`src/rcr_pkg.sv`:
```
package rcr_pkg;

  // ==========================================================================
  // Register indexes (byte address is four times the index)
  // ==========================================================================
  localparam logic [5:0] RCR_IDX_BANDWIDTH = 6'h10;
  localparam logic [5:0] RCR_IDX_CENTRE    = 6'h11;
  localparam logic [5:0] RCR_IDX_SYNC_CTRL = 6'h12;
  localparam logic [5:0] RCR_IDX_OOK_THR   = 6'h13;
  localparam logic [5:0] RCR_IDX_STRENGTH  = 6'h14;
  localparam logic [5:0] RCR_IDX_OOK_DYN   = 6'h15;

  // ==========================================================================
  // Reset values
  // ==========================================================================
  localparam logic [7:0] RCR_RST_BANDWIDTH = 8'hA3;
  localparam logic [7:0] RCR_RST_CENTRE    = 8'h38;
  localparam logic [7:0] RCR_RST_SYNC_CTRL = 8'h18;
  localparam logic [7:0] RCR_RST_OOK_THR   = 8'h04;
  localparam logic [7:0] RCR_RST_STRENGTH  = 8'h00;
  localparam logic [7:0] RCR_RST_OOK_DYN   = 8'h00;

  // ==========================================================================
  // Field positions and averaging constants
  // ==========================================================================
  localparam int RCR_POS_LOWPASS   = 4;
  localparam int RCR_POS_RX_BW     = 0;
  localparam int RCR_POS_CENTRE    = 4;
  localparam int RCR_POS_CPLX_EN   = 7;
  localparam int RCR_POS_BSYNC_OFF = 6;
  localparam int RCR_POS_SYNC_ON   = 5;
  localparam int RCR_POS_SYNC_SIZE = 3;
  localparam int RCR_POS_SYNC_TOL  = 1;
  localparam int RCR_POS_DEC_SIZE  = 5;
  localparam int RCR_POS_DEC_RATE  = 2;
  localparam int RCR_POS_AVG_CUT   = 0;
  localparam int RCR_AVG_FRAC      = 5;
  localparam int RCR_AVG_SHIFT_8   = 3;
  localparam int RCR_AVG_SHIFT_32  = 5;
  localparam logic [1:0] RCR_AVG_CUT_SLOW = 2'b11;

  // ==========================================================================
  // Settings driven into the receive chain
  // ==========================================================================
  typedef struct packed {
    logic [3:0] lowpass_bandwidth_select;
    logic [3:0] rx_bandwidth_select;
    logic [3:0] complex_filter_centre;
    logic       complex_filter_on;
    logic       bitsync_bypass;
    logic       sync_on;
    logic [1:0] sync_size;
    logic [1:0] sync_tol;
    logic [2:0] threshold_decrement_size;
    logic [2:0] threshold_decrement_rate;
    logic [1:0] threshold_average_cutoff;
  } rcr_rx_cfg_t;

endpackage : rcr_pkg

```
`src/rcr_top.sv`:
```
// Function
// - Bits 7-4 at index 0x10 pick one of sixteen low-pass bandwidths.
// - Bits 3-0 at index 0x10 set the receive bandwidth, reset 0011.
// - Bits 7-4 at index 0x11 set the complex filter centre, reset 0011.
// - Bit 7 at index 0x12 turns the complex filter on in OOK receive.
// - Bit 6 at index 0x12 bypasses the bit synchroniser in continuous mode.
// - Bit 5 at index 0x12 enables sync word detection, reset off.
// - Bits 4-3 at index 0x12 give a sync length of 8 to 32 bits, reset 11.
// - Bits 2-1 at index 0x12 give zero to three tolerated sync bit errors.
// - Index 0x13 holds the fixed or minimum OOK threshold, reset 0x04.
// - Index 0x14 reads the measured signal strength in half-dB steps.
// - Bits 7-5 at index 0x15 give the threshold decrement size.
// - Bits 4-2 at index 0x15 give the threshold decrement rate.
// - Bits 1-0 at index 0x15 give the averaging cutoff, 01 and 10 reserved.
// - The sync compare widens byte by byte with the length field.
//
// Register access over APB is this design's own decision.
`timescale 1ns/1ps
`default_nettype none
module rcr_top
  import rcr_pkg::*;
(
  input  wire logic        clk_i,
  input  wire logic        rstn_i,
  // APB slave
  input  wire logic        psel_i,
  input  wire logic        penable_i,
  input  wire logic        pwrite_i,
  input  wire logic [7:0]  paddr_i,
  input  wire logic [31:0] pwdata_i,
  input  wire logic [3:0]  pstrb_i,
  output logic             pready_o,
  output logic [31:0]      prdata_o,
  output logic             pslverr_o,
  // Receive chain side
  input  wire logic        ook_mode_i,
  input  wire logic        cont_mode_i,
  input  wire logic [7:0]  rssi_i,
  input  wire logic        chip_tick_i,
  input  wire logic        sub_tick_i,
  input  wire logic [31:0] sync_word_i,
  input  wire logic        rx_bit_valid_i,
  input  wire logic        rx_bit_i,
  output rcr_rx_cfg_t      rx_cfg_o,
  output logic [7:0]       ook_peak_thr_o,
  output logic [7:0]       ook_avg_thr_o,
  output logic             sync_found_o
);

  // ==========================================================================
  // Address decode
  // ==========================================================================
  function automatic logic rcr_hit(input logic [7:0] addr,
                                   input logic [5:0] idx);
    return (addr[1:0] == 2'b00) && (addr[7:2] == idx);
  endfunction : rcr_hit

  function automatic logic rcr_mapped(input logic [7:0] addr);
    return rcr_hit(addr, RCR_IDX_BANDWIDTH) ||
           rcr_hit(addr, RCR_IDX_CENTRE) ||
           rcr_hit(addr, RCR_IDX_SYNC_CTRL) ||
           rcr_hit(addr, RCR_IDX_OOK_THR) ||
           rcr_hit(addr, RCR_IDX_STRENGTH) ||
           rcr_hit(addr, RCR_IDX_OOK_DYN);
  endfunction : rcr_mapped

  // ==========================================================================
  // Register state
  // ==========================================================================
  logic [7:0]  bw_q, bw_d;
  logic [7:0]  centre_q, centre_d;
  logic [7:0]  sync_ctrl_q, sync_ctrl_d;
  logic [7:0]  ook_thr_q, ook_thr_d;
  logic [7:0]  strength_q, strength_d;
  logic [7:0]  ook_dyn_q, ook_dyn_d;

  logic        pready_q, pready_d;
  logic [31:0] prdata_q, prdata_d;
  logic        pslverr_q, pslverr_d;
  logic        setup;
  logic        wr_commit;
  logic [7:0]  wbyte;
  logic [7:0]  rd_byte;

  // Setup cycle loads the answer, so the access phase never waits
  assign setup     = psel_i && !penable_i;
  assign wr_commit = psel_i && penable_i && pready_q && pwrite_i &&
                     !pslverr_q && pstrb_i[0];
  assign wbyte     = pwdata_i[7:0];

  always_comb begin
    rd_byte = 8'h00;
    if (rcr_hit(paddr_i, RCR_IDX_BANDWIDTH)) begin
      rd_byte = bw_q;
    end else if (rcr_hit(paddr_i, RCR_IDX_CENTRE)) begin
      rd_byte = centre_q;
    end else if (rcr_hit(paddr_i, RCR_IDX_SYNC_CTRL)) begin
      rd_byte = sync_ctrl_q;
    end else if (rcr_hit(paddr_i, RCR_IDX_OOK_THR)) begin
      rd_byte = ook_thr_q;
    end else if (rcr_hit(paddr_i, RCR_IDX_STRENGTH)) begin
      rd_byte = strength_q;
    end else if (rcr_hit(paddr_i, RCR_IDX_OOK_DYN)) begin
      rd_byte = ook_dyn_q;
    end
  end

  always_comb begin
    pready_d  = setup;
    prdata_d  = prdata_q;
    pslverr_d = 1'b0;
    if (setup) begin
      prdata_d  = {24'h00_0000, rd_byte};
      // Unmapped words and writes to the read-only word answer with an error
      pslverr_d = !rcr_mapped(paddr_i) ||
                  (pwrite_i && rcr_hit(paddr_i, RCR_IDX_STRENGTH));
    end
  end

  // Reserved bits are stored as written; software keeps them at reset value
  always_comb begin
    bw_d        = bw_q;
    centre_d    = centre_q;
    sync_ctrl_d = sync_ctrl_q;
    ook_thr_d   = ook_thr_q;
    ook_dyn_d   = ook_dyn_q;
    strength_d  = rssi_i;
    if (wr_commit) begin
      if (rcr_hit(paddr_i, RCR_IDX_BANDWIDTH)) begin
        bw_d = wbyte;
      end
      if (rcr_hit(paddr_i, RCR_IDX_CENTRE)) begin
        centre_d = wbyte;
      end
      if (rcr_hit(paddr_i, RCR_IDX_SYNC_CTRL)) begin
        sync_ctrl_d = wbyte;
      end
      if (rcr_hit(paddr_i, RCR_IDX_OOK_THR)) begin
        ook_thr_d = wbyte;
      end
      if (rcr_hit(paddr_i, RCR_IDX_OOK_DYN)) begin
        ook_dyn_d = wbyte;
      end
    end
  end

  always_ff @(posedge clk_i or negedge rstn_i) begin
    if (!rstn_i) begin
      bw_q        <= RCR_RST_BANDWIDTH;
      centre_q    <= RCR_RST_CENTRE;
      sync_ctrl_q <= RCR_RST_SYNC_CTRL;
      ook_thr_q   <= RCR_RST_OOK_THR;
      strength_q  <= RCR_RST_STRENGTH;
      ook_dyn_q   <= RCR_RST_OOK_DYN;
      pready_q    <= 1'b0;
      prdata_q    <= 32'h0000_0000;
      pslverr_q   <= 1'b0;
    end else begin
      bw_q        <= bw_d;
      centre_q    <= centre_d;
      sync_ctrl_q <= sync_ctrl_d;
      ook_thr_q   <= ook_thr_d;
      strength_q  <= strength_d;
      ook_dyn_q   <= ook_dyn_d;
      pready_q    <= pready_d;
      prdata_q    <= prdata_d;
      pslverr_q   <= pslverr_d;
    end
  end

  assign pready_o  = pready_q;
  assign prdata_o  = prdata_q;
  assign pslverr_o = pslverr_q;

  // ==========================================================================
  // Settings towards the receive chain
  // ==========================================================================
  rcr_rx_cfg_t cfg_q, cfg_d;

  always_comb begin
    cfg_d = '0;
    cfg_d.lowpass_bandwidth_select = bw_q[RCR_POS_LOWPASS +: 4];
    cfg_d.rx_bandwidth_select      = bw_q[RCR_POS_RX_BW +: 4];
    cfg_d.complex_filter_centre    = centre_q[RCR_POS_CENTRE +: 4];
    // Complex filter only matters while receiving OOK
    cfg_d.complex_filter_on = sync_ctrl_q[RCR_POS_CPLX_EN] &&
                              ook_mode_i;
    // Bypass applies in continuous receive only
    cfg_d.bitsync_bypass    = sync_ctrl_q[RCR_POS_BSYNC_OFF] &&
                              cont_mode_i;
    cfg_d.sync_on   = sync_ctrl_q[RCR_POS_SYNC_ON];
    cfg_d.sync_size = sync_ctrl_q[RCR_POS_SYNC_SIZE +: 2];
    cfg_d.sync_tol  = sync_ctrl_q[RCR_POS_SYNC_TOL +: 2];
    cfg_d.threshold_decrement_size = ook_dyn_q[RCR_POS_DEC_SIZE +: 3];
    cfg_d.threshold_decrement_rate = ook_dyn_q[RCR_POS_DEC_RATE +: 3];
    cfg_d.threshold_average_cutoff = ook_dyn_q[RCR_POS_AVG_CUT +: 2];
  end

  always_ff @(posedge clk_i or negedge rstn_i) begin
    if (!rstn_i) begin
      cfg_q <= '0;
    end else begin
      cfg_q <= cfg_d;
    end
  end

  assign rx_cfg_o = cfg_q;

  // ==========================================================================
  // Average-mode OOK threshold
  // ==========================================================================
  // Accumulator keeps fraction bits so slow cutoffs do not stall on rounding
  logic [12:0]        avg_q, avg_d;
  logic signed [13:0] avg_err;
  logic signed [13:0] avg_step;

  always_comb begin
    avg_err  = $signed({1'b0, rssi_i, 5'b0_0000}) - $signed({1'b0, avg_q});
    // Reserved cutoff codes fall back to the faster corner
    if (ook_dyn_q[RCR_POS_AVG_CUT +: 2] == RCR_AVG_CUT_SLOW) begin
      avg_step = avg_err >>> RCR_AVG_SHIFT_32;
    end else begin
      avg_step = avg_err >>> RCR_AVG_SHIFT_8;
    end
    avg_d = avg_q;
    if (!ook_mode_i) begin
      avg_d = {ook_thr_q, 5'b0_0000};
    end else if (chip_tick_i) begin
      avg_d = 13'(avg_q + 13'(avg_step));
    end
  end

  always_ff @(posedge clk_i or negedge rstn_i) begin
    if (!rstn_i) begin
      avg_q <= {RCR_RST_OOK_THR, 5'b0_0000};
    end else begin
      avg_q <= avg_d;
    end
  end

  assign ook_avg_thr_o = avg_q[RCR_AVG_FRAC +: 8];

  // ==========================================================================
  // Datapath helpers
  // ==========================================================================
  rcr_ook_floor u_ook_floor (
    .clk_i        (clk_i),
    .rstn_i       (rstn_i),
    .ook_active_i (ook_mode_i),
    .chip_tick_i  (chip_tick_i),
    .sub_tick_i   (sub_tick_i),
    .rssi_i       (rssi_i),
    .min_thr_i    (ook_thr_q),
    .dec_size_i   (ook_dyn_q[RCR_POS_DEC_SIZE +: 3]),
    .dec_rate_i   (ook_dyn_q[RCR_POS_DEC_RATE +: 3]),
    .peak_thr_o   (ook_peak_thr_o)
  );

  rcr_sync_detect u_sync_detect (
    .clk_i          (clk_i),
    .rstn_i         (rstn_i),
    .sync_on_i      (sync_ctrl_q[RCR_POS_SYNC_ON]),
    .sync_size_i    (sync_ctrl_q[RCR_POS_SYNC_SIZE +: 2]),
    .sync_tol_i     (sync_ctrl_q[RCR_POS_SYNC_TOL +: 2]),
    .sync_word_i    (sync_word_i),
    .rx_bit_valid_i (rx_bit_valid_i),
    .rx_bit_i       (rx_bit_i),
    .sync_found_o   (sync_found_o)
  );

endmodule : rcr_top
`default_nettype wire

```
`src/rcr_sync_detect.sv`:
```
`timescale 1ns/1ps
`default_nettype none
module rcr_sync_detect
  import rcr_pkg::*;
(
  input  wire logic        clk_i,
  input  wire logic        rstn_i,
  input  wire logic        sync_on_i,
  input  wire logic [1:0]  sync_size_i,
  input  wire logic [1:0]  sync_tol_i,
  input  wire logic [31:0] sync_word_i,
  input  wire logic        rx_bit_valid_i,
  input  wire logic        rx_bit_i,
  output logic             sync_found_o
);

  // ==========================================================================
  // Bit error count
  // ==========================================================================
  function automatic logic [5:0] rcr_ones(input logic [31:0] v);
    logic [5:0] n;
    n = 6'h00;
    for (int i = 0; i < 32; i++) begin
      n = n + {5'h00, v[i]};
    end
    return n;
  endfunction : rcr_ones

  logic [31:0] shift_q, shift_d;
  logic [5:0]  fill_q, fill_d;
  logic        found_q, found_d;
  logic [31:0] target;
  logic [31:0] mask;
  logic [5:0]  len_bits;
  logic [5:0]  errs;

  // First sync byte always, later bytes as the length field widens
  always_comb begin
    target   = sync_word_i >> (6'd8 * (6'd3 - {4'h0, sync_size_i}));
    mask     = 32'hFFFF_FFFF >> (6'd8 * (6'd3 - {4'h0, sync_size_i}));
    len_bits = 6'd8 * ({4'h0, sync_size_i} + 6'd1);
  end

  always_comb begin
    shift_d = shift_q;
    fill_d  = fill_q;
    found_d = 1'b0;
    errs    = 6'h00;
    if (!sync_on_i) begin
      fill_d = 6'h00;
    end else if (rx_bit_valid_i) begin
      shift_d = {shift_q[30:0], rx_bit_i};
      fill_d  = (fill_q == 6'd32) ? fill_q : fill_q + 6'd1;
      errs    = rcr_ones((shift_d ^ target) & mask);
      // Tolerance admits up to sync_tol_i wrong bits (zero to three) in the window
      found_d = (fill_d >= len_bits) &&
                (errs <= {4'h0, sync_tol_i});
    end
  end

  always_ff @(posedge clk_i or negedge rstn_i) begin
    if (!rstn_i) begin
      shift_q <= 32'h0000_0000;
      fill_q  <= 6'h00;
      found_q <= 1'b0;
    end else begin
      shift_q <= shift_d;
      fill_q  <= fill_d;
      found_q <= found_d;
    end
  end

  assign sync_found_o = found_q;

endmodule : rcr_sync_detect
`default_nettype wire

```
`src/rcr_ook_floor.sv`:
```
`timescale 1ns/1ps
`default_nettype none
module rcr_ook_floor
  import rcr_pkg::*;
(
  input  wire logic       clk_i,
  input  wire logic       rstn_i,
  input  wire logic       ook_active_i,
  input  wire logic       chip_tick_i,
  input  wire logic       sub_tick_i,
  input  wire logic [7:0] rssi_i,
  input  wire logic [7:0] min_thr_i,
  input  wire logic [2:0] dec_size_i,
  input  wire logic [2:0] dec_rate_i,
  output logic [7:0]      peak_thr_o
);

  // ==========================================================================
  // Decrement size in half-dB steps
  // ==========================================================================
  function automatic logic [7:0] rcr_step(input logic [2:0] code);
    logic [7:0] s;
    s = code[2] ? 8'd6 + 8'd2 * {6'h00, code[1:0]} : {5'h00, code} + 8'd1;
    return s;
  endfunction : rcr_step

  logic [2:0] chip_cnt_q, chip_cnt_d;
  logic [3:0] sub_cnt_q, sub_cnt_d;
  logic [7:0] thr_q, thr_d;
  logic       fire;
  logic [8:0] lowered;

  // Slow codes count chips, fast codes count sixteenths of a chip
  always_comb begin
    chip_cnt_d = chip_tick_i ? chip_cnt_q + 3'd1 : chip_cnt_q;
    sub_cnt_d  = sub_tick_i ? sub_cnt_q + 4'd1 : sub_cnt_q;
    if (dec_rate_i[2]) begin
      fire = sub_tick_i &&
             ((sub_cnt_q & (4'b0111 >> dec_rate_i[1:0])) == 4'h0);
    end else begin
      fire = chip_tick_i &&
             ((chip_cnt_q & (3'b111 >> (2'd3 - dec_rate_i[1:0]))) == 3'h0);
    end
  end

  always_comb begin
    thr_d   = thr_q;
    lowered = {1'b0, thr_q} - {1'b0, rcr_step(dec_size_i)};
    if (!ook_active_i || thr_q < min_thr_i) begin
      thr_d = min_thr_i;
    end else if (rssi_i > thr_q) begin
      thr_d = rssi_i;
    end else if (fire) begin
      // Never sink below the programmed floor, and never wrap
      if (lowered[8] || lowered[7:0] < min_thr_i) begin
        thr_d = min_thr_i;
      end else begin
        thr_d = lowered[7:0];
      end
    end
  end

  always_ff @(posedge clk_i or negedge rstn_i) begin
    if (!rstn_i) begin
      chip_cnt_q <= 3'h0;
      sub_cnt_q  <= 4'h0;
      thr_q      <= RCR_RST_OOK_THR;
    end else begin
      chip_cnt_q <= chip_cnt_d;
      sub_cnt_q  <= sub_cnt_d;
      thr_q      <= thr_d;
    end
  end

  assign peak_thr_o = thr_q;

endmodule : rcr_ook_floor
`default_nettype wire

```
`config.mk`:
```
export PLATFORM = sky130hd
export DESIGN_NAME = rcr_top
export DESIGN_NICKNAME = d
export VERILOG_FILES = /design/src/rcr_pkg.sv /design/src/rcr_top.sv /design/src/rcr_sync_detect.sv /design/src/rcr_ook_floor.sv
export SDC_FILE = /design/constraint.sdc
export NUM_CORES = 1
export LEC_CHECK = 0
export ABC_AREA = 0
export ABC_CLOCK_PERIOD_IN_PS = 6500
export BUFFER_PORTS_ARGS = -buffer_cell sky130_fd_sc_hd__buf_2
export CAP_MARGIN = 20
export CORE_ASPECT_RATIO = 0.9
export CORE_UTILIZATION = 52
export DETAILED_ROUTE_END_ITERATION = 10
export PLACE_DENSITY_LB_ADDON = 0.15
export SETUP_SLACK_MARGIN = 0.05
export SYNTH_ARGS = -nofsm -noshare
export SYNTH_HDL_FRONTEND = slang
export SYNTH_HIERARCHICAL = 1
export SYNTH_SLANG_ARGS = --single-unit
export TNS_END_PERCENT = 1
```
`constraint.sdc`:
```
create_clock -name clk_i -period 6.5 [get_ports clk_i]
set_input_delay 0.325 -clock clk_i [delete_from_list [all_inputs] [get_ports clk_i]]
set_output_delay 0.325 -clock clk_i [all_outputs]
set_load 0.05 [all_outputs]
```
### Yosys cells after proc, flatten, opt, wreduce, memory -nomap -nowiden

Index checks and enable logic that the tools add are counted.

| word-level totals | value |
|---|---|
| flip-flop bits (word level) | 151 |
| bits of input ports | 95 |

| cells by class | value |
|---|---|
| add/sub/neg operators | 42 |
| order comparisons | 5 |
| equality and inequality tests | 10 |
| shifts and indexed selects | 4 |
| muxes and demuxes | 21 |
| bitwise gates (word level) | 4 |
| reductions and logical operators | 40 |

Operators by type and width:

| kind | number |
|---|---|
| $add 6x1->6 | 30 |
| $mux 8 | 11 |
| $eq 6x5->1 const B | 6 |
| $and 32x32->32 | 1 |
| $shr 32x6->32 | 1 |
| $shr 32x6->32 const A | 1 |
| $xor 32x32->32 | 1 |
| $mux 13 | 2 |
| $logic_and 1x1->1 | 18 |
| $mux 6 | 3 |
| $lt 8x8->1 | 2 |
| $sub 13x13->14 | 1 |
| $add 13x13->13 | 1 |
| $reduce_and 2->1 | 6 |
| $mux 10 | 1 |
| $sub 8x8->9 | 1 |
| $gt 8x8->1 | 1 |
| $logic_or 1x1->1 | 8 |
| $add 6x1->6 const B | 1 |
| $eq 6x6->1 const B | 1 |
| $ge 6x6->1 | 1 |
| $le 6x2->1 | 1 |
| $add 3x1->4 const B | 1 |
| $add 3x3->4 const A | 1 |
| 19 further kinds | 25 |

### Longest topological paths before layout

Gate-level depths: netlist of the first run.

| logic depth | value |
|---|---|
| word-level depth | 39 |
| mapped depth | 23 |

### Hierarchy

The synthesis of the first run kept the hierarchy.

Modules (own cells, without submodules):

| module | times used | cells each | area an instance (um^2) |
|---|---|---|---|
| rcr_top | 1 | 460 | 5107.4 |
| rcr_sync_detect | 1 | 319 | 3338.2 |
| rcr_ook_floor | 1 | 206 | 1796.7 |

### Worst setup path before layout of the first run

Ideal clock, no wire load.

| path | value |
|---|---|
| kind | reg2reg |
| start | register sync_ctrl_q[4] |
| end | register u_sync_detect.found_q, in the netlist u_sync_detect/sync_found_o |
| library setup time | 0.082 ns |
| arrival time | 6.048 ns |
| required time | 6.418 ns |
| setup slack | 0.370 ns |
| stages on the path, launching flop included | 23 |
| buffers on the path | 1 |
| period minus slack after synthesis | 6.130 ns |
| cells stage by stage | dfstp_2 buf_6 mux2_4 a22oi_2 xor2_1 nor2_1 fa_1 inv_1 fa_1 fa_1 inv_1 fa_1 fa_1 fa_1 ha_1 inv_1 fa_1 inv_1 ha_1 nor2b_1 o21ai_0 o2111ai_1 a31oi_1 |

| on the way | value |
|---|---|
| longest elaborated chain between the ends | 39 |
| elaborated cells between the ends (all ways) | 42 |

Ends and longest elaborated chain:

| element | RTL line | RTL |
|---|---|---|
| start, declared | rcr_top.sv:72 | `logic [7:0] sync_ctrl_q, sync_ctrl_d;` |
| start signal, assigned | rcr_top.sv:161 | `sync_ctrl_q <= sync_ctrl_d;` |
| $sub 2x2->3 | rcr_sync_detect.sv:39, rcr_sync_detect.sv:40 |  |
| $shr 32x6->32 | rcr_sync_detect.sv:39 | `target = sync_word_i >> (6'd8 * (6'd3 - {4'h0, sync_size_i}));` |
| $xor 32x32->32 | rcr_sync_detect.sv:54 | `errs = rcr_ones((shift_d ^ target) & mask);` |
| $and 32x32->32 | rcr_sync_detect.sv:54 |  |
| $add 1x1->2 | rcr_sync_detect.sv:24 | `n = n + {5'h00, v[i]};` |
| $add 6x1->6 (30 in a row) | rcr_sync_detect.sv:24 |  |
| $le 6x2->1 | rcr_sync_detect.sv:57 | `(errs <= {4'h0, sync_tol_i});` |
| $logic_and 1x1->1 (*) | rcr_sync_detect.sv:56 | `found_d = (fill_d >= len_bits) &&` |
| $mux 1 (*) | rcr_sync_detect.sv:51 | `end else if (rx_bit_valid_i) begin` |
| $mux 1 (*) | rcr_sync_detect.sv:49 | `if (!sync_on_i) begin` |
| via u_sync_detect.found_d | rcr_sync_detect.sv:31 | `logic found_q, found_d;` |
| end signal, assigned | rcr_sync_detect.sv:69 | `found_q <= found_d;` |
| end, declared | rcr_sync_detect.sv:31 |  |

Mark *: on every way through the listed nets, which the timed path passes. The rest lies on a longest branch.
A chain may end at the register's enable or synchronous reset.

### Worst setup path after layout of the first run

Same ends and word-level chain as after synthesis.

==> impl_summary.md, run 1 <==
Clock tree
The root buffer selected by CTS is sky130_fd_sc_hd__clkbuf_16. The buffer depth of the longest clock path is 2. CTS built an H-tree with a depth of 4. The count of hold buffers inserted by post-cts repair is 0. TritonCTS built the clock tree. Clock tree synthesis found a total of 150 sinks.

The insertion delay of the later-clocked pin in the worst-skew pair is 0.43 ns. After clock tree synthesis, the clock-pin slew on the worst setup and hold paths is 0.07 ns. The number of buffers added by the clock tree synthesis step is 17.

STA
The tightest hold path in the finished design has a slack of -0.0263 ns. The final-report max-slew violation count is 0. After routing, the total negative slack on setup checks comes to 0 ns. The worst path in the final design needs a cycle of 6.21 ns, including I/O delays and setup. In this run the tightest slew margin relative to its limit is 29.5%. The final critical path takes up 95.5% of the cycle. Setup violations remaining at the end of the flow were counted as 0. Setup slack closes at 0.292 ns. At the pin with the least slew margin, the transition time is 1.06 ns. The count of final hold-check violations is 12. The worst clock skew on the final layout is 0.00785 ns. Setup repair after global routing left no endpoint under its margin. Timing would allow up to 0.161 GHz.

Final layout
The number of fill cells in the layout is 1641. At the end of the flow, the number of nets in the layout was 1287. Summing all flip-flop and latch instances after layout gives 0.00377 sq mm.

After the flow finishes, the layout carries non-filler instances totaling 1361. For this run, the share of the core covered by cells in the final layout is 60.3%. The proportion of layout cells with a drive suffix above 1 is 26.8%. In the final layout, the multi-input gates occupy 0.00589 sq mm. The layout overhead on the synthesized area is 13.2%. The final cell area excluding filler cells is 0.0116 sq mm.

Floorplanning
The die width is 150 um. The die outline height is 135 um. In this run the standard cell core region covers 0.0192 sq mm. After floorplanning, the core was divided into 48 placement rows.

The initial standard-cell utilization of the core is 53.3%. Pin placement for this block handled 173 I/O pins. The floorplan die area is 0.0203 sq mm.

Drt
Summing over every cut layer, the via total after detailed routing is 7653. In the final routed layout, each cell accounts on average for 18.0 um. The sum of routed wire segments on met1 is 11.6 mm. The number of DRC violations after detailed-routing iteration 0 is 348.

The total met2 wirelength after detailed routing is 11.2 mm. The via count normalized by instance count is 5.62. The number of detailed-routing iterations run before antenna repair is 6. Once detail routing completed, the nets flagged for antenna violations numbered 0. The final wirelength is 24.5 mm. The highest metal layer used by the detailed router is met4. The number of DRC violations after detailed routing is 0.

After detailed routing, the met3 layer carries 1.11 mm of wire.

Power
The overall power of the completed layout is 3.99 mW. For this design the ratio of total power to cell area is 344 mW/mm^2. Across the VDD grid, the largest voltage drop is 0.284 mV. The leakage power is 5.48 nW.

Place
The detailed placement HPWL is 18.1 mm. The setup slack after placement is 0.0427 ns. The placed instance count is 1323.

Port buffering added 121 buffers. At the end of routability-driven placement, the weighted congestion stood at 0.861. The placed instances occupy a cell area of 0.0109 sq mm.

Global route
The overflow left after global routing is 0. The maximum number of pins on one net before global-route repair is 94. The number of antenna violations at the first check in global routing is 0. The global-route wire length before repair is 39.5 mm.

The number of global-route vias before repair is 7507. The total track usage is 25.4%.

Worst hold path
The path class of the tightest hold or removal check is input port to async pin.

Synthesis
For this run, the leading register cell type out of synthesis is sky130_fd_sc_hd__dfrtp_1. The synthesized netlist occupies a cell area of 0.0102 sq mm. The synthesized design contains 0 enable-type register cells. The register bit count reported by yosys is 150. During synthesis, Yosys emitted a total of 6 warnings. The mean cell area of the mapped netlist is 10.4 sq um. The share of flip-flops with an asynchronous set or reset after synthesis is 100%. The number of cells produced by synthesis is 985.

For this run, the register share of the synthesized area comes to 36.8%. Synthesis instantiated 83 different standard cells from the library.

Critical path
Along the worst path, the maximum fanout reaches 7. The slowest stage of the critical path is the sky130_fd_sc_hd__fa_1 cell. The critical path goes through buf_12, buf_4, mux2_4, a22oi_1, xor2_1, nor2_1, fa_1, inv_1, fa_1, fa_1, inv_1, fa_1, fa_1, fa_1, ha_2, inv_1, fa_1, inv_1, ha_1, nor2b_1, o21ai_1, o2111ai_1, a31oi_1. The maximum single-stage delay on the critical path is 0.56 ns. The data required time at the worst endpoint is 6.85 ns. The data arrival time of the critical path is 6.55 ns. The setup path with the least slack is of type flop to flop.

Among the stages of the critical path, the cell type that occurs most often is sky130_fd_sc_hd__fa_1. Across all register-to-register paths, the minimum setup slack is 0.29 ns. The kind of end point of the critical path is a flop.

The worst setup path is launched from a flop.

Run status
The run finished, with violations left. The final reports fail on hold timing.

Run
Across the run, the number of max-cap violations was 0.
registers in the layout (all words and copies together), names as in the netlist, 6 cells and up:
name / count
avg_q: 13
bw_q: 8
u_sync_detect/shift_q: 31
ook_dyn_q: 8
sync_ctrl_q: 8
u_ook_floor/peak_thr_o: 8
strength_q: 8
ook_thr_q: 8
u_sync_detect/fill_q: 6
prdata_o: 8
centre_q: 8
rx_cfg_o: 27
cell usage in the layout, fill, tap and decap left out, types with 6 or more instances in the layout:
cell,Yosys,final
sky130_fd_sc_hd__buf_2,9,120
sky130_fd_sc_hd__a22oi_1,16,14
sky130_fd_sc_hd__mux2_2,87,86
sky130_fd_sc_hd__and3_1,6,6
sky130_fd_sc_hd__o21ai_1,3,6
sky130_fd_sc_hd__inv_6,0,7
sky130_fd_sc_hd__conb_1,1,24
sky130_fd_sc_hd__a31oi_1,12,12
sky130_fd_sc_hd__inv_1,76,76
sky130_fd_sc_hd__dfstp_2,12,11
sky130_fd_sc_hd__and2_1,10,10
sky130_fd_sc_hd__mux2i_1,30,30
sky130_fd_sc_hd__buf_4,34,10
sky130_fd_sc_hd__xnor2_1,35,35
sky130_fd_sc_hd__o21ai_0,32,28
sky130_fd_sc_hd__a211oi_1,7,7
sky130_fd_sc_hd__nand3_1,13,13
sky130_fd_sc_hd__nor2b_1,23,23
sky130_fd_sc_hd__xor2_1,24,24
sky130_fd_sc_hd__dfrtp_1,138,138
sky130_fd_sc_hd__a21o_1,6,6
sky130_fd_sc_hd__o22ai_1,7,7
sky130_fd_sc_hd__nand2_1,66,66
sky130_fd_sc_hd__nand2b_1,6,6
sky130_fd_sc_hd__nor2_1,42,42
sky130_fd_sc_hd__ha_1,69,67
sky130_fd_sc_hd__a21oi_1,46,46
sky130_fd_sc_hd__clkbuf_16,0,17
sky130_fd_sc_hd__o21a_1,9,9
sky130_fd_sc_hd__fa_1,26,26
sky130_fd_sc_hd__nor3_1,16,16
sky130_fd_sc_hd__nand4_1,7,7
sky130_fd_sc_hd__o211ai_1,9,9
power by group:
part / internal [mW] / total (mW) / switching [mW]
sequential: 1.01 / 1.11 / 0.0954
clock: 0.525 / 0.990 / 0.465
combinational: 0.754 / 1.89 / 1.14
final timing paths:
| kind | from | to | depth (start not counted) |
|---|---|---|---|
| setup / recovery | sync_ctrl_q[4] | u_sync_detect/sync_found_o | 23 |
| hold / removal | rstn_i | avg_q[11] | 1 |
| setup reg to reg | sync_ctrl_q[4] | u_sync_detect/sync_found_o | 23 |
| hold reg to reg | centre_q[6] | rx_cfg_o[17] | 0 |
| max in group asynchronous | rstn_i | prdata_o[5] | 2 |
| min in group clk_i | rssi_i[2] | strength_q[2] | 1 |
cells by family after synthesis:
kind of cell / share of synthesized area (%)
AND/OR/NAND/NOR: 11.0
AO/OA/AOI/OAI: 13.9
flip-flops: 36.8
buffers and inverters: 6.80
multiplexers: 12.9
adder cells (fa/ha/maj): 13.5
XOR/XNOR: 5.05
other: 0.0366
synthesized netlist by cell type (9+ instances only):
library cell / number / area share, %
sky130_fd_sc_hd__dfrtp_1: 138 / 34
sky130_fd_sc_hd__mux2_2: 87 / 9.6
sky130_fd_sc_hd__inv_1: 76 / 2.8
sky130_fd_sc_hd__ha_1: 69 / 8.4
sky130_fd_sc_hd__nand2_1: 66 / 2.4
sky130_fd_sc_hd__a21oi_1: 46 / 2.2
sky130_fd_sc_hd__nor2_1: 42 / 1.5
sky130_fd_sc_hd__xnor2_1: 35 / 3.0
sky130_fd_sc_hd__buf_4: 34 / 2.5
sky130_fd_sc_hd__o21ai_0: 32 / 1.6
sky130_fd_sc_hd__mux2i_1: 30 / 2.9
sky130_fd_sc_hd__fa_1: 26 / 5.1
sky130_fd_sc_hd__xor2_1: 24 / 2.1
sky130_fd_sc_hd__nor2b_1: 23 / 1.4
sky130_fd_sc_hd__a22oi_1: 16 / 1.2
sky130_fd_sc_hd__nor3_1: 16 / 0.78
sky130_fd_sc_hd__clkbuf_1: 15 / 0.55
sky130_fd_sc_hd__nand3_1: 13 / 0.64
sky130_fd_sc_hd__a31oi_1: 12 / 0.73
sky130_fd_sc_hd__dfstp_2: 12 / 3.1
sky130_fd_sc_hd__and2_1: 10 / 0.61
sky130_fd_sc_hd__buf_2: 9 / 0.44
sky130_fd_sc_hd__o211ai_1: 9 / 0.66
sky130_fd_sc_hd__o21a_1: 9 / 0.66
what timing repair did:
action                     in CTS  in global routing
setup endpoints to repair       1                  1
buffers inserted                3                  1
pin swaps                       0                 17
gates resized for setup         0                 14
per-layer routing:
metal	track usage, %	vias up
li1	-	3667
met3	4.44	32
met4	8.53	0
met5	0	-
met1	35.7	3745
met2	39.5	209
area by class of cell:
cell class | instances | area share, %
Clock buffer | 18 | 3.79
Multi-Input combinational cell | 718 | 50.8
Clock inverter | 14 | 1.31
Sequential cell | 150 | 32.5
Tap cell | 250 | 2.70
Antenna cell | 1 | 0.0216
Inverter | 76 | 2.46
Timing Repair Buffer | 134 | 6.44
critical path, delay by kind of cell (launching register included):
kind | cells | cell delay [ns]
xor gates and xnor gates | 1 | 0.16
muxes | 1 | 0.29
AOI/OAI and AO/OA | 4 | 0.56
DFF | 1 | 0.55
adders and majority gates | 9 | 3.93
and+or+nand+nor | 2 | 0.21
buffers and inverters | 6 | 0.44
Power figures use the tool's default switching activity.
==> inputs of run 2 (changes only) <==
Settings changed: CAP_MARGIN 20 to default, GPL_TIMING_DRIVEN from default to 0, PLACE_DENSITY from default to 0.87, PLACE_DENSITY_LB_ADDON 0.15 to default.
==> impl_summary.md, run 2 (same netlist as run 1, synthesis figures left out) <==
Run status
Status: finished clean (was complete, but fails checks).

Power
The areal power density over the cells is 337 mW/mm^2 (was 344 mW/mm^2). The sequential share of power was 27.4% (was 27.7%). The peak supply drop is 0.298 mV (was 0.284 mV). The net switching fraction of the power came to 42.3% (was 42.6%). The clock network power share is 24.4% (was 24.8%). The switching power of the nets came to 1.72 mW (was 1.70 mW).

The leakage power was 5.76 nW (was 5.48 nW). The internal portion of total power came to 2.34 mW (was 2.29 mW). The fraction of power consumed by combinational cells is 48.2% (was 47.4%).

STA
The worst hold-check slack is 0.0899 ns (was -0.0263 ns). RSZ-0062 raised after global routing: no (unchanged). The setup violation total in the final timing report is 0 (unchanged). The final-report max-slew violation count is 0 (unchanged). The timing-limited maximum frequency is 0.159 GHz (was 0.161 GHz). The post-route clock period utilization is 96.8% (was 95.5%). The count of final hold-check violations is 0 (was 12).

The setup TNS is 0 ns (unchanged). The worst clock skew on the final layout was 0.00965 ns (was 0.00785 ns). The final critical-path required period was 6.29 ns (was 6.21 ns). The relative max-transition margin is 41.9% (was 29.5%).

The transition time at the pin with the least slew margin came to 0.868 ns (was 1.06 ns).

Critical path
The data required time at the worst endpoint is 6.84 ns (was 6.85 ns). The cell repeated most along the worst path was sky130_fd_sc_hd__fa_1 (unchanged). The kind of critical path is flop to flop (unchanged). The maximum single-stage delay on the critical path is 0.59 ns (was 0.56 ns).

The data arrival time of the critical path was 6.63 ns (was 6.55 ns). List of cells traversed by the critical path: buf_6, mux2_4, a22oi_2, xor2_1, nor2_1, fa_1, inv_1, fa_1, fa_1, inv_1, fa_1, fa_1, fa_1, ha_2, inv_2, fa_1, inv_2, ha_4, nor2b_4, o21ai_2, o2111ai_1, a31oi_1 (was buf_12, buf_4, mux2_4, a22oi_1, xor2_1, nor2_1, fa_1, inv_1, fa_1, fa_1, inv_1, fa_1, fa_1, fa_1, ha_2, inv_1, fa_1, inv_1, ha_1, nor2b_1, o21ai_1, o2111ai_1, a31oi_1). The top fanout value on the critical path is 6 (was 7). The kind of end point of the critical path is a flop (unchanged). The kind of start point of the critical path is a flop (unchanged).

The worst-path cell with the longest stage delay was sky130_fd_sc_hd__dfstp_2 (was sky130_fd_sc_hd__fa_1).

Final layout
The proportion of layout cells with a drive suffix above 1 is 29.8% (was 26.8%). The commonest non-fill, non-tap cell in the layout is sky130_fd_sc_hd__dfrtp_1 (unchanged). The number of fill cells in the layout is 1460 (was 1641). The final layout net count is 1347 (was 1287). The register ranked first by flip-flop count is u_sync_detect/shift_q (unchanged). Highest-count cells in the layout ignoring fill and taps: sky130_fd_sc_hd__dfrtp_1, sky130_fd_sc_hd__buf_2, sky130_fd_sc_hd__mux2_2, sky130_fd_sc_hd__inv_1 (was sky130_fd_sc_hd__dfrtp_1, sky130_fd_sc_hd__buf_2, sky130_fd_sc_hd__mux2_2, sky130_fd_sc_hd__inv_1, sky130_fd_sc_hd__ha_1).

The flip-flop count of the largest register, all copies and words added is 31 (unchanged). The filler-free cell count of the finished design is 1421 (was 1361). The final cell area excluding filler cells is 0.0120 sq mm (was 0.0116 sq mm). The utilization of the core after routing is 62.6% (was 60.3%). The layout overhead on the synthesized area is 17.4% (was 13.2%).

Clock tree
The TritonCTS sink count is 150 (unchanged). The clock tree from TritonCTS is done (unchanged). The insertion delay of the later-clocked pin in the worst-skew pair is 0.43 ns (about the same). The number of H-tree levels came to 4 (unchanged).

The root buffer selected by CTS was sky130_fd_sc_hd__clkbuf_16 (unchanged). The number of buffers added by the clock tree synthesis step is 17 (unchanged). The clock-pin slew on the worst setup and hold paths is 0.07 ns (about the same). The buffer depth of the longest clock path is 2 (unchanged).

Place
The area after detailed placement is 0.0113 sq mm (was 0.0109 sq mm). The detailed placement HPWL is 19.0 mm (was 18.1 mm). The placed instance count is 1377 (was 1323).

The count of input and output buffers is 118 (was 121). The routability congestion estimate from global placement was 0.930 (was 0.861).

Drt
The via count normalized by instance count is 5.82 (was 5.62). The average routed wire per standard cell was 18.5 um (was 18.0 um). The number of DRC violations after detailed routing is 0 (unchanged). The number of DRC violations after detailed-routing iteration 0 is 695 (was 348). The final wirelength is 26.3 mm (was 24.5 mm). The residual antenna-violating net count after detailed routing is 0 (unchanged).

The total number of vias was 8270 (was 7653). The number of detailed-routing iterations run before antenna repair came to 6 (unchanged).

Floorplanning
The core outline area is 0.0192 sq mm (unchanged). The die outline height came to 135 um (unchanged). The die width is 150 um (unchanged). The initial standard-cell utilization of the core came to 53.3% (unchanged). The cell row count was 48 (unchanged).

The boundary pin count is 173 (unchanged). The floorplan die area is 0.0203 sq mm (unchanged).

Global route
The overflow left after global routing is 0 (unchanged). The global-route wire length before repair is 41.1 mm (was 39.5 mm). The total track usage came to 26.5% (was 25.4%).

The maximum number of pins on one net before global-route repair was 77 (was 94). The number of global-route vias before repair is 7935 (was 7507). The number of antenna violations at the first check in global routing is 1 (was 0).

Run
The total of max-cap violations came to 0 (unchanged).

Worst hold path
The worst min-delay path category is input port to flop (was input port to async pin).
run 2: critical path: cells and delay by family (launching register included):
family                     cells  cell delay [ns]
xor gates and xnor gates       1             0.19
buffers and inverters          5             0.33
adders and majority gates      9             3.92
DFF                            1             0.59
muxes                          1             0.31
and+or+nand+nor                2             0.21
AOI/OAI and AO/OA              4             0.66
run 2: path summary, 6_finish.rpt:
| kind | from | end | slack (ns) | cells past startpoint |
|---|---|---|---|---|
| setup / recovery | sync_ctrl_q[4] | u_sync_detect/sync_found_o | 0.21 | 22 |
| hold / removal | rssi_i[2] | strength_q[2] | 0.09 | 1 |
| setup reg to reg | sync_ctrl_q[4] | u_sync_detect/sync_found_o | 0.21 | 22 |
| hold reg to reg | centre_q[6] | rx_cfg_o[17] | 0.41 | 0 |
| max in group asynchronous | rstn_i | bw_q[7] | 5.15 | 3 |
| min in group asynchronous | rstn_i | avg_q[9] | 0.50 | 2 |
run 2: per-layer routing:
metal	up-vias	part of all wire [%]	routed length, um	global-route usage, %
met2	392	46	12200	41.0
met5	-	0	0	0
li1	3781	-	-	-
met3	83	6.9	1810	4.48
met4	0	3.5	912	10.9
met1	4014	43	11500	36.8
run 2: cell type report:
type                    count  area [sq um]  area share (%)
repair buffers            133           736            6.12
well taps                 250           313            2.60
flip-flops and latches    150          3770            31.3
multi-input cells         718          5910            49.2
diodes                      1          2.50          0.0208
clock buffers              18           439            3.65
clock inverters            14           155            1.29
inverters                  76           285            2.37
plain buffers              61           408            3.39
run 2: metrics by stage:
stage / total power [mW] / setup slack [ns]
2_1_floorplan: 2.60 / 0.370
3_3_place_gp: 2.93 / -0.0658
3_5_place_dp: 3.01 / -0.115
4_1_cts: 4.01 / 0.0860
5_1_grt: 4.30 / 0.0162
6_report: 4.05 / 0.206
run 2: power groups by stage:
stage               registers (mW)  clock network [mW]  logic [mW]
floorplan                     1.17                   0        1.44
global placement              1.12                   0        1.81
detailed placement            1.13                   0        1.88
CTS                           1.11                1.00        1.90
global route                  1.12                1.04        2.14
finish                        1.11               0.989        1.95
run 2: what timing repair did:
action / in CTS / in global routing
gates resized for setup: 6 / 16
endpoints found under the hold margin: 71 / 0
setup buffers: 6 / 7
hold buffers: 1 / 0
setup endpoints to repair: 1 / 1
pin swaps: 2 / 23
==> inputs of run 3 (changes only) <==
Settings changed: CORE_UTILIZATION 52 to 45, PLACE_DENSITY 0.87 to 0.78.
==> impl_summary.md, run 3 (same netlist as run 1, synthesis figures left out) <==
Floorplanning
The floorplan die area is 0.0234 sq mm (was 0.0203 sq mm). The die width is 161 um (was 150 um). The core outline area is 0.0220 sq mm (was 0.0192 sq mm). The cell row count is 51 (was 48). The initial standard-cell utilization of the core came to 46.7% (was 53.3%).

The boundary pin count was 173 (unchanged). The die outline height came to 145 um (was 135 um).

STA
The final critical-path required period came to 6.28 ns (was 6.29 ns). RSZ-0062 raised after global routing: yes (was no). The setup violation total in the final timing report came to 0 (unchanged).

The count of final hold-check violations is 0 (unchanged). The worst clock skew on the final layout came to 0.0133 ns (was 0.00965 ns). The relative max-transition margin is 50.8% (was 41.9%). The transition time at the pin with the least slew margin is 0.736 ns (was 0.868 ns).

The post-route clock period utilization came to 96.6% (was 96.8%). The timing-limited maximum frequency is 0.159 GHz (about the same). The minimum setup slack in the final design is 0.223 ns (was 0.206 ns). The final-report max-slew violation count came to 0 (unchanged).

Global route
The number of global-route vias before repair came to 7776 (was 7935). The number of antenna violations at the first check in global routing came to 2 (was 1). The total track usage came to 22.3% (was 26.5%). The overflow left after global routing is 0 (unchanged). The global-route wire length before repair is 40.9 mm (was 41.1 mm).

The maximum number of pins on one net before global-route repair is 96 (was 77).

Critical path
The data required time at the worst endpoint is 6.83 ns (was 6.84 ns). The kind of critical path is flop to flop (unchanged). The data arrival time of the critical path is 6.61 ns (was 6.63 ns). The origin of the worst setup path is sync_ctrl_q[4] (unchanged).

The top fanout value on the critical path is 10 (was 6). The kind of end point of the critical path is a flop (unchanged). The critical path endpoint is u_sync_detect/sync_found_o (unchanged). The minimum setup slack among reg-to-reg paths is 0.22 ns (was 0.21 ns). The kind of start point of the critical path was a flop (unchanged). The number of cells traversed by the worst register-to-register path came to 22 (unchanged). The reg-to-reg endpoint is u_sync_detect/sync_found_o (unchanged). The startpoint of the worst-slack reg-to-reg timing path is sync_ctrl_q[4] (unchanged).

Drt
The number of DRC violations after detailed-routing iteration 0 is 638 (was 695). The number of DRC violations after detailed routing was 0 (unchanged). The routed length on met3 is 1.47 mm (was 1.81 mm).

The total met2 wirelength after detailed routing is 12.2 mm (about the same). The highest metal layer used by the detailed router is met4 (unchanged). The final wirelength is 25.8 mm (was 26.3 mm). The via count normalized by instance count is 5.51 (was 5.82).

The number of detailed-routing iterations run before antenna repair is 5 (was 6). The sum of routed wire segments on met1 is 11.7 mm (was 11.5 mm). The average routed wire per standard cell is 17.7 um (was 18.5 um). The residual antenna-violating net count after detailed routing is 0 (unchanged). The total number of vias is 8056 (was 8270).

Place
The placed instance count is 1418 (was 1377). The area after detailed placement is 0.0113 sq mm (about the same). The routability congestion estimate from global placement is 0.913 (was 0.930). The setup slack after placement is -0.224 ns (was -0.115 ns). The detailed placement HPWL is 19.5 mm (was 19.0 mm). The count of input and output buffers is 118 (unchanged).

Final layout
The utilization of the core after routing came to 55.1% (was 62.6%). The register ranked first by flip-flop count is u_sync_detect/shift_q (unchanged). The flip-flop count of the largest register, all copies and words added came to 31 (unchanged). The final cell area excluding filler cells is 0.0121 sq mm (was 0.0120 sq mm). The commonest non-fill, non-tap cell in the layout was sky130_fd_sc_hd__dfrtp_1 (unchanged). The final layout net count is 1345 (was 1347).

The number of fill cells in the layout is 1924 (was 1460). The layout overhead on the synthesized area came to 18.0% (was 17.4%). Highest-count cells in the layout ignoring fill and taps: sky130_fd_sc_hd__dfrtp_1, sky130_fd_sc_hd__buf_2, sky130_fd_sc_hd__mux2_2, sky130_fd_sc_hd__inv_1, sky130_fd_sc_hd__nand2_1 (was sky130_fd_sc_hd__dfrtp_1, sky130_fd_sc_hd__buf_2, sky130_fd_sc_hd__mux2_2, sky130_fd_sc_hd__inv_1). The proportion of layout cells with a drive suffix above 1 is 30.0% (was 29.8%). The filler-free cell count of the finished design is 1461 (was 1421).

Clock tree
The TritonCTS sink count is 150 (unchanged). The clock-pin slew on the worst setup and hold paths is 0.07 ns (about the same). The buffer depth of the longest clock path is 2 (unchanged). The number of H-tree levels is 4 (unchanged). The number of buffers added by the clock tree synthesis step is 17 (unchanged). The insertion delay of the later-clocked pin in the worst-skew pair is 0.42 ns (was 0.43 ns). The clock tree from TritonCTS was done (unchanged). The root buffer selected by CTS is sky130_fd_sc_hd__clkbuf_16 (unchanged).

Power
The leakage power is 5.75 nW (was 5.76 nW). The areal power density over the cells is 335 mW/mm^2 (was 337 mW/mm^2). The peak supply drop is 0.361 mV (was 0.298 mV).

Run
The total of max-cap violations is 0 (unchanged).

Run status
Status: finished clean (unchanged).

Worst hold path
The worst min-delay path category is input port to flop (unchanged).
## run 3: through the flow
step                      TNS (ns)  total power [mW]  hold slack (ns)
final                            0              4.05           0.0934
after global routing             0              4.31           0.0730
after CTS                        0              4.02           0.0823
after detailed placement    -0.224              3.02            0.348
after global placement     -0.0783              2.96            0.381
after floorplan                  0              2.60           0.0294
## run 3: critical path: stages (launching register included)
cell	delay, ns
sky130_fd_sc_hd__dfstp_2	0.58
sky130_fd_sc_hd__buf_8	0.14
sky130_fd_sc_hd__buf_6	0.17
sky130_fd_sc_hd__mux2i_1	0.19
sky130_fd_sc_hd__nand2_1	0.07
sky130_fd_sc_hd__o21ai_1	0.13
sky130_fd_sc_hd__xor2_1	0.20
sky130_fd_sc_hd__fa_1	0.48
sky130_fd_sc_hd__fa_1	0.53
sky130_fd_sc_hd__fa_1	0.54
sky130_fd_sc_hd__inv_1	0.05
sky130_fd_sc_hd__fa_1	0.48
sky130_fd_sc_hd__fa_1	0.51
sky130_fd_sc_hd__fa_1	0.50
sky130_fd_sc_hd__ha_2	0.20
sky130_fd_sc_hd__inv_2	0.05
sky130_fd_sc_hd__fa_1	0.50
sky130_fd_sc_hd__inv_2	0.05
sky130_fd_sc_hd__ha_4	0.20
sky130_fd_sc_hd__nor2b_1	0.12
sky130_fd_sc_hd__o21ai_1	0.15
sky130_fd_sc_hd__o2111ai_1	0.14
sky130_fd_sc_hd__a31oi_1	0.20
## run 3: worst min-delay path by stage
| stage | end | startpoint | depth (start not counted) | slack [ns] |
|---|---|---|---|---|
| 2_1_floorplan | avg_q[0] | rstn_i | 0 | 0.03 |
| 3_3_place_gp | rx_cfg_o[17] | centre_q[6] | 0 | 0.38 |
| 3_5_place_dp | rx_cfg_o[4] | rstn_i | 1 | 0.35 |
| 4_1_cts | strength_q[7] | rssi_i[7] | 1 | 0.08 |
| 5_1_grt | strength_q[5] | rssi_i[5] | 1 | 0.07 |
| 6_report | strength_q[5] | rssi_i[5] | 1 | 0.09 |
## run 3: where the power goes
group / total, mW / internal, mW / switching [mW]
clock network: 0.979 / 0.543 / 0.437
logic: 1.96 / 0.796 / 1.16
registers: 1.11 / 1.01 / 0.0992
## run 3: per-layer routing
layer	vias up	track usage, %
met5	-	0
li1	3792	-
met1	3954	31.0
met2	270	35.2
met4	0	6.18
met3	40	4.60
## run 3: repair_timing
action                                  in CTS  in global routing
hold endpoints to repair                    53                  0
pin swaps                                   10                 18
setup buffers                                5                  6
gates resized for setup                     12                 19
endpoints found under the setup margin       1                  1
hold buffers                                 1                  0
## run 3: final cells by class
cell class / count / area, sq um / share of cell area, %
clock buffer: 17 / 425 / 3.52
inverter: 76 / 289 / 2.39
buffer: 61 / 428 / 3.54
sequential: 150 / 3770 / 31.2
timing repair buffer: 131 / 721 / 5.96
antenna: 2 / 5.00 / 0.0414
multi-input combinational: 718 / 5930 / 49.0
tap: 291 / 364 / 3.01
clock inverter: 15 / 161 / 1.33
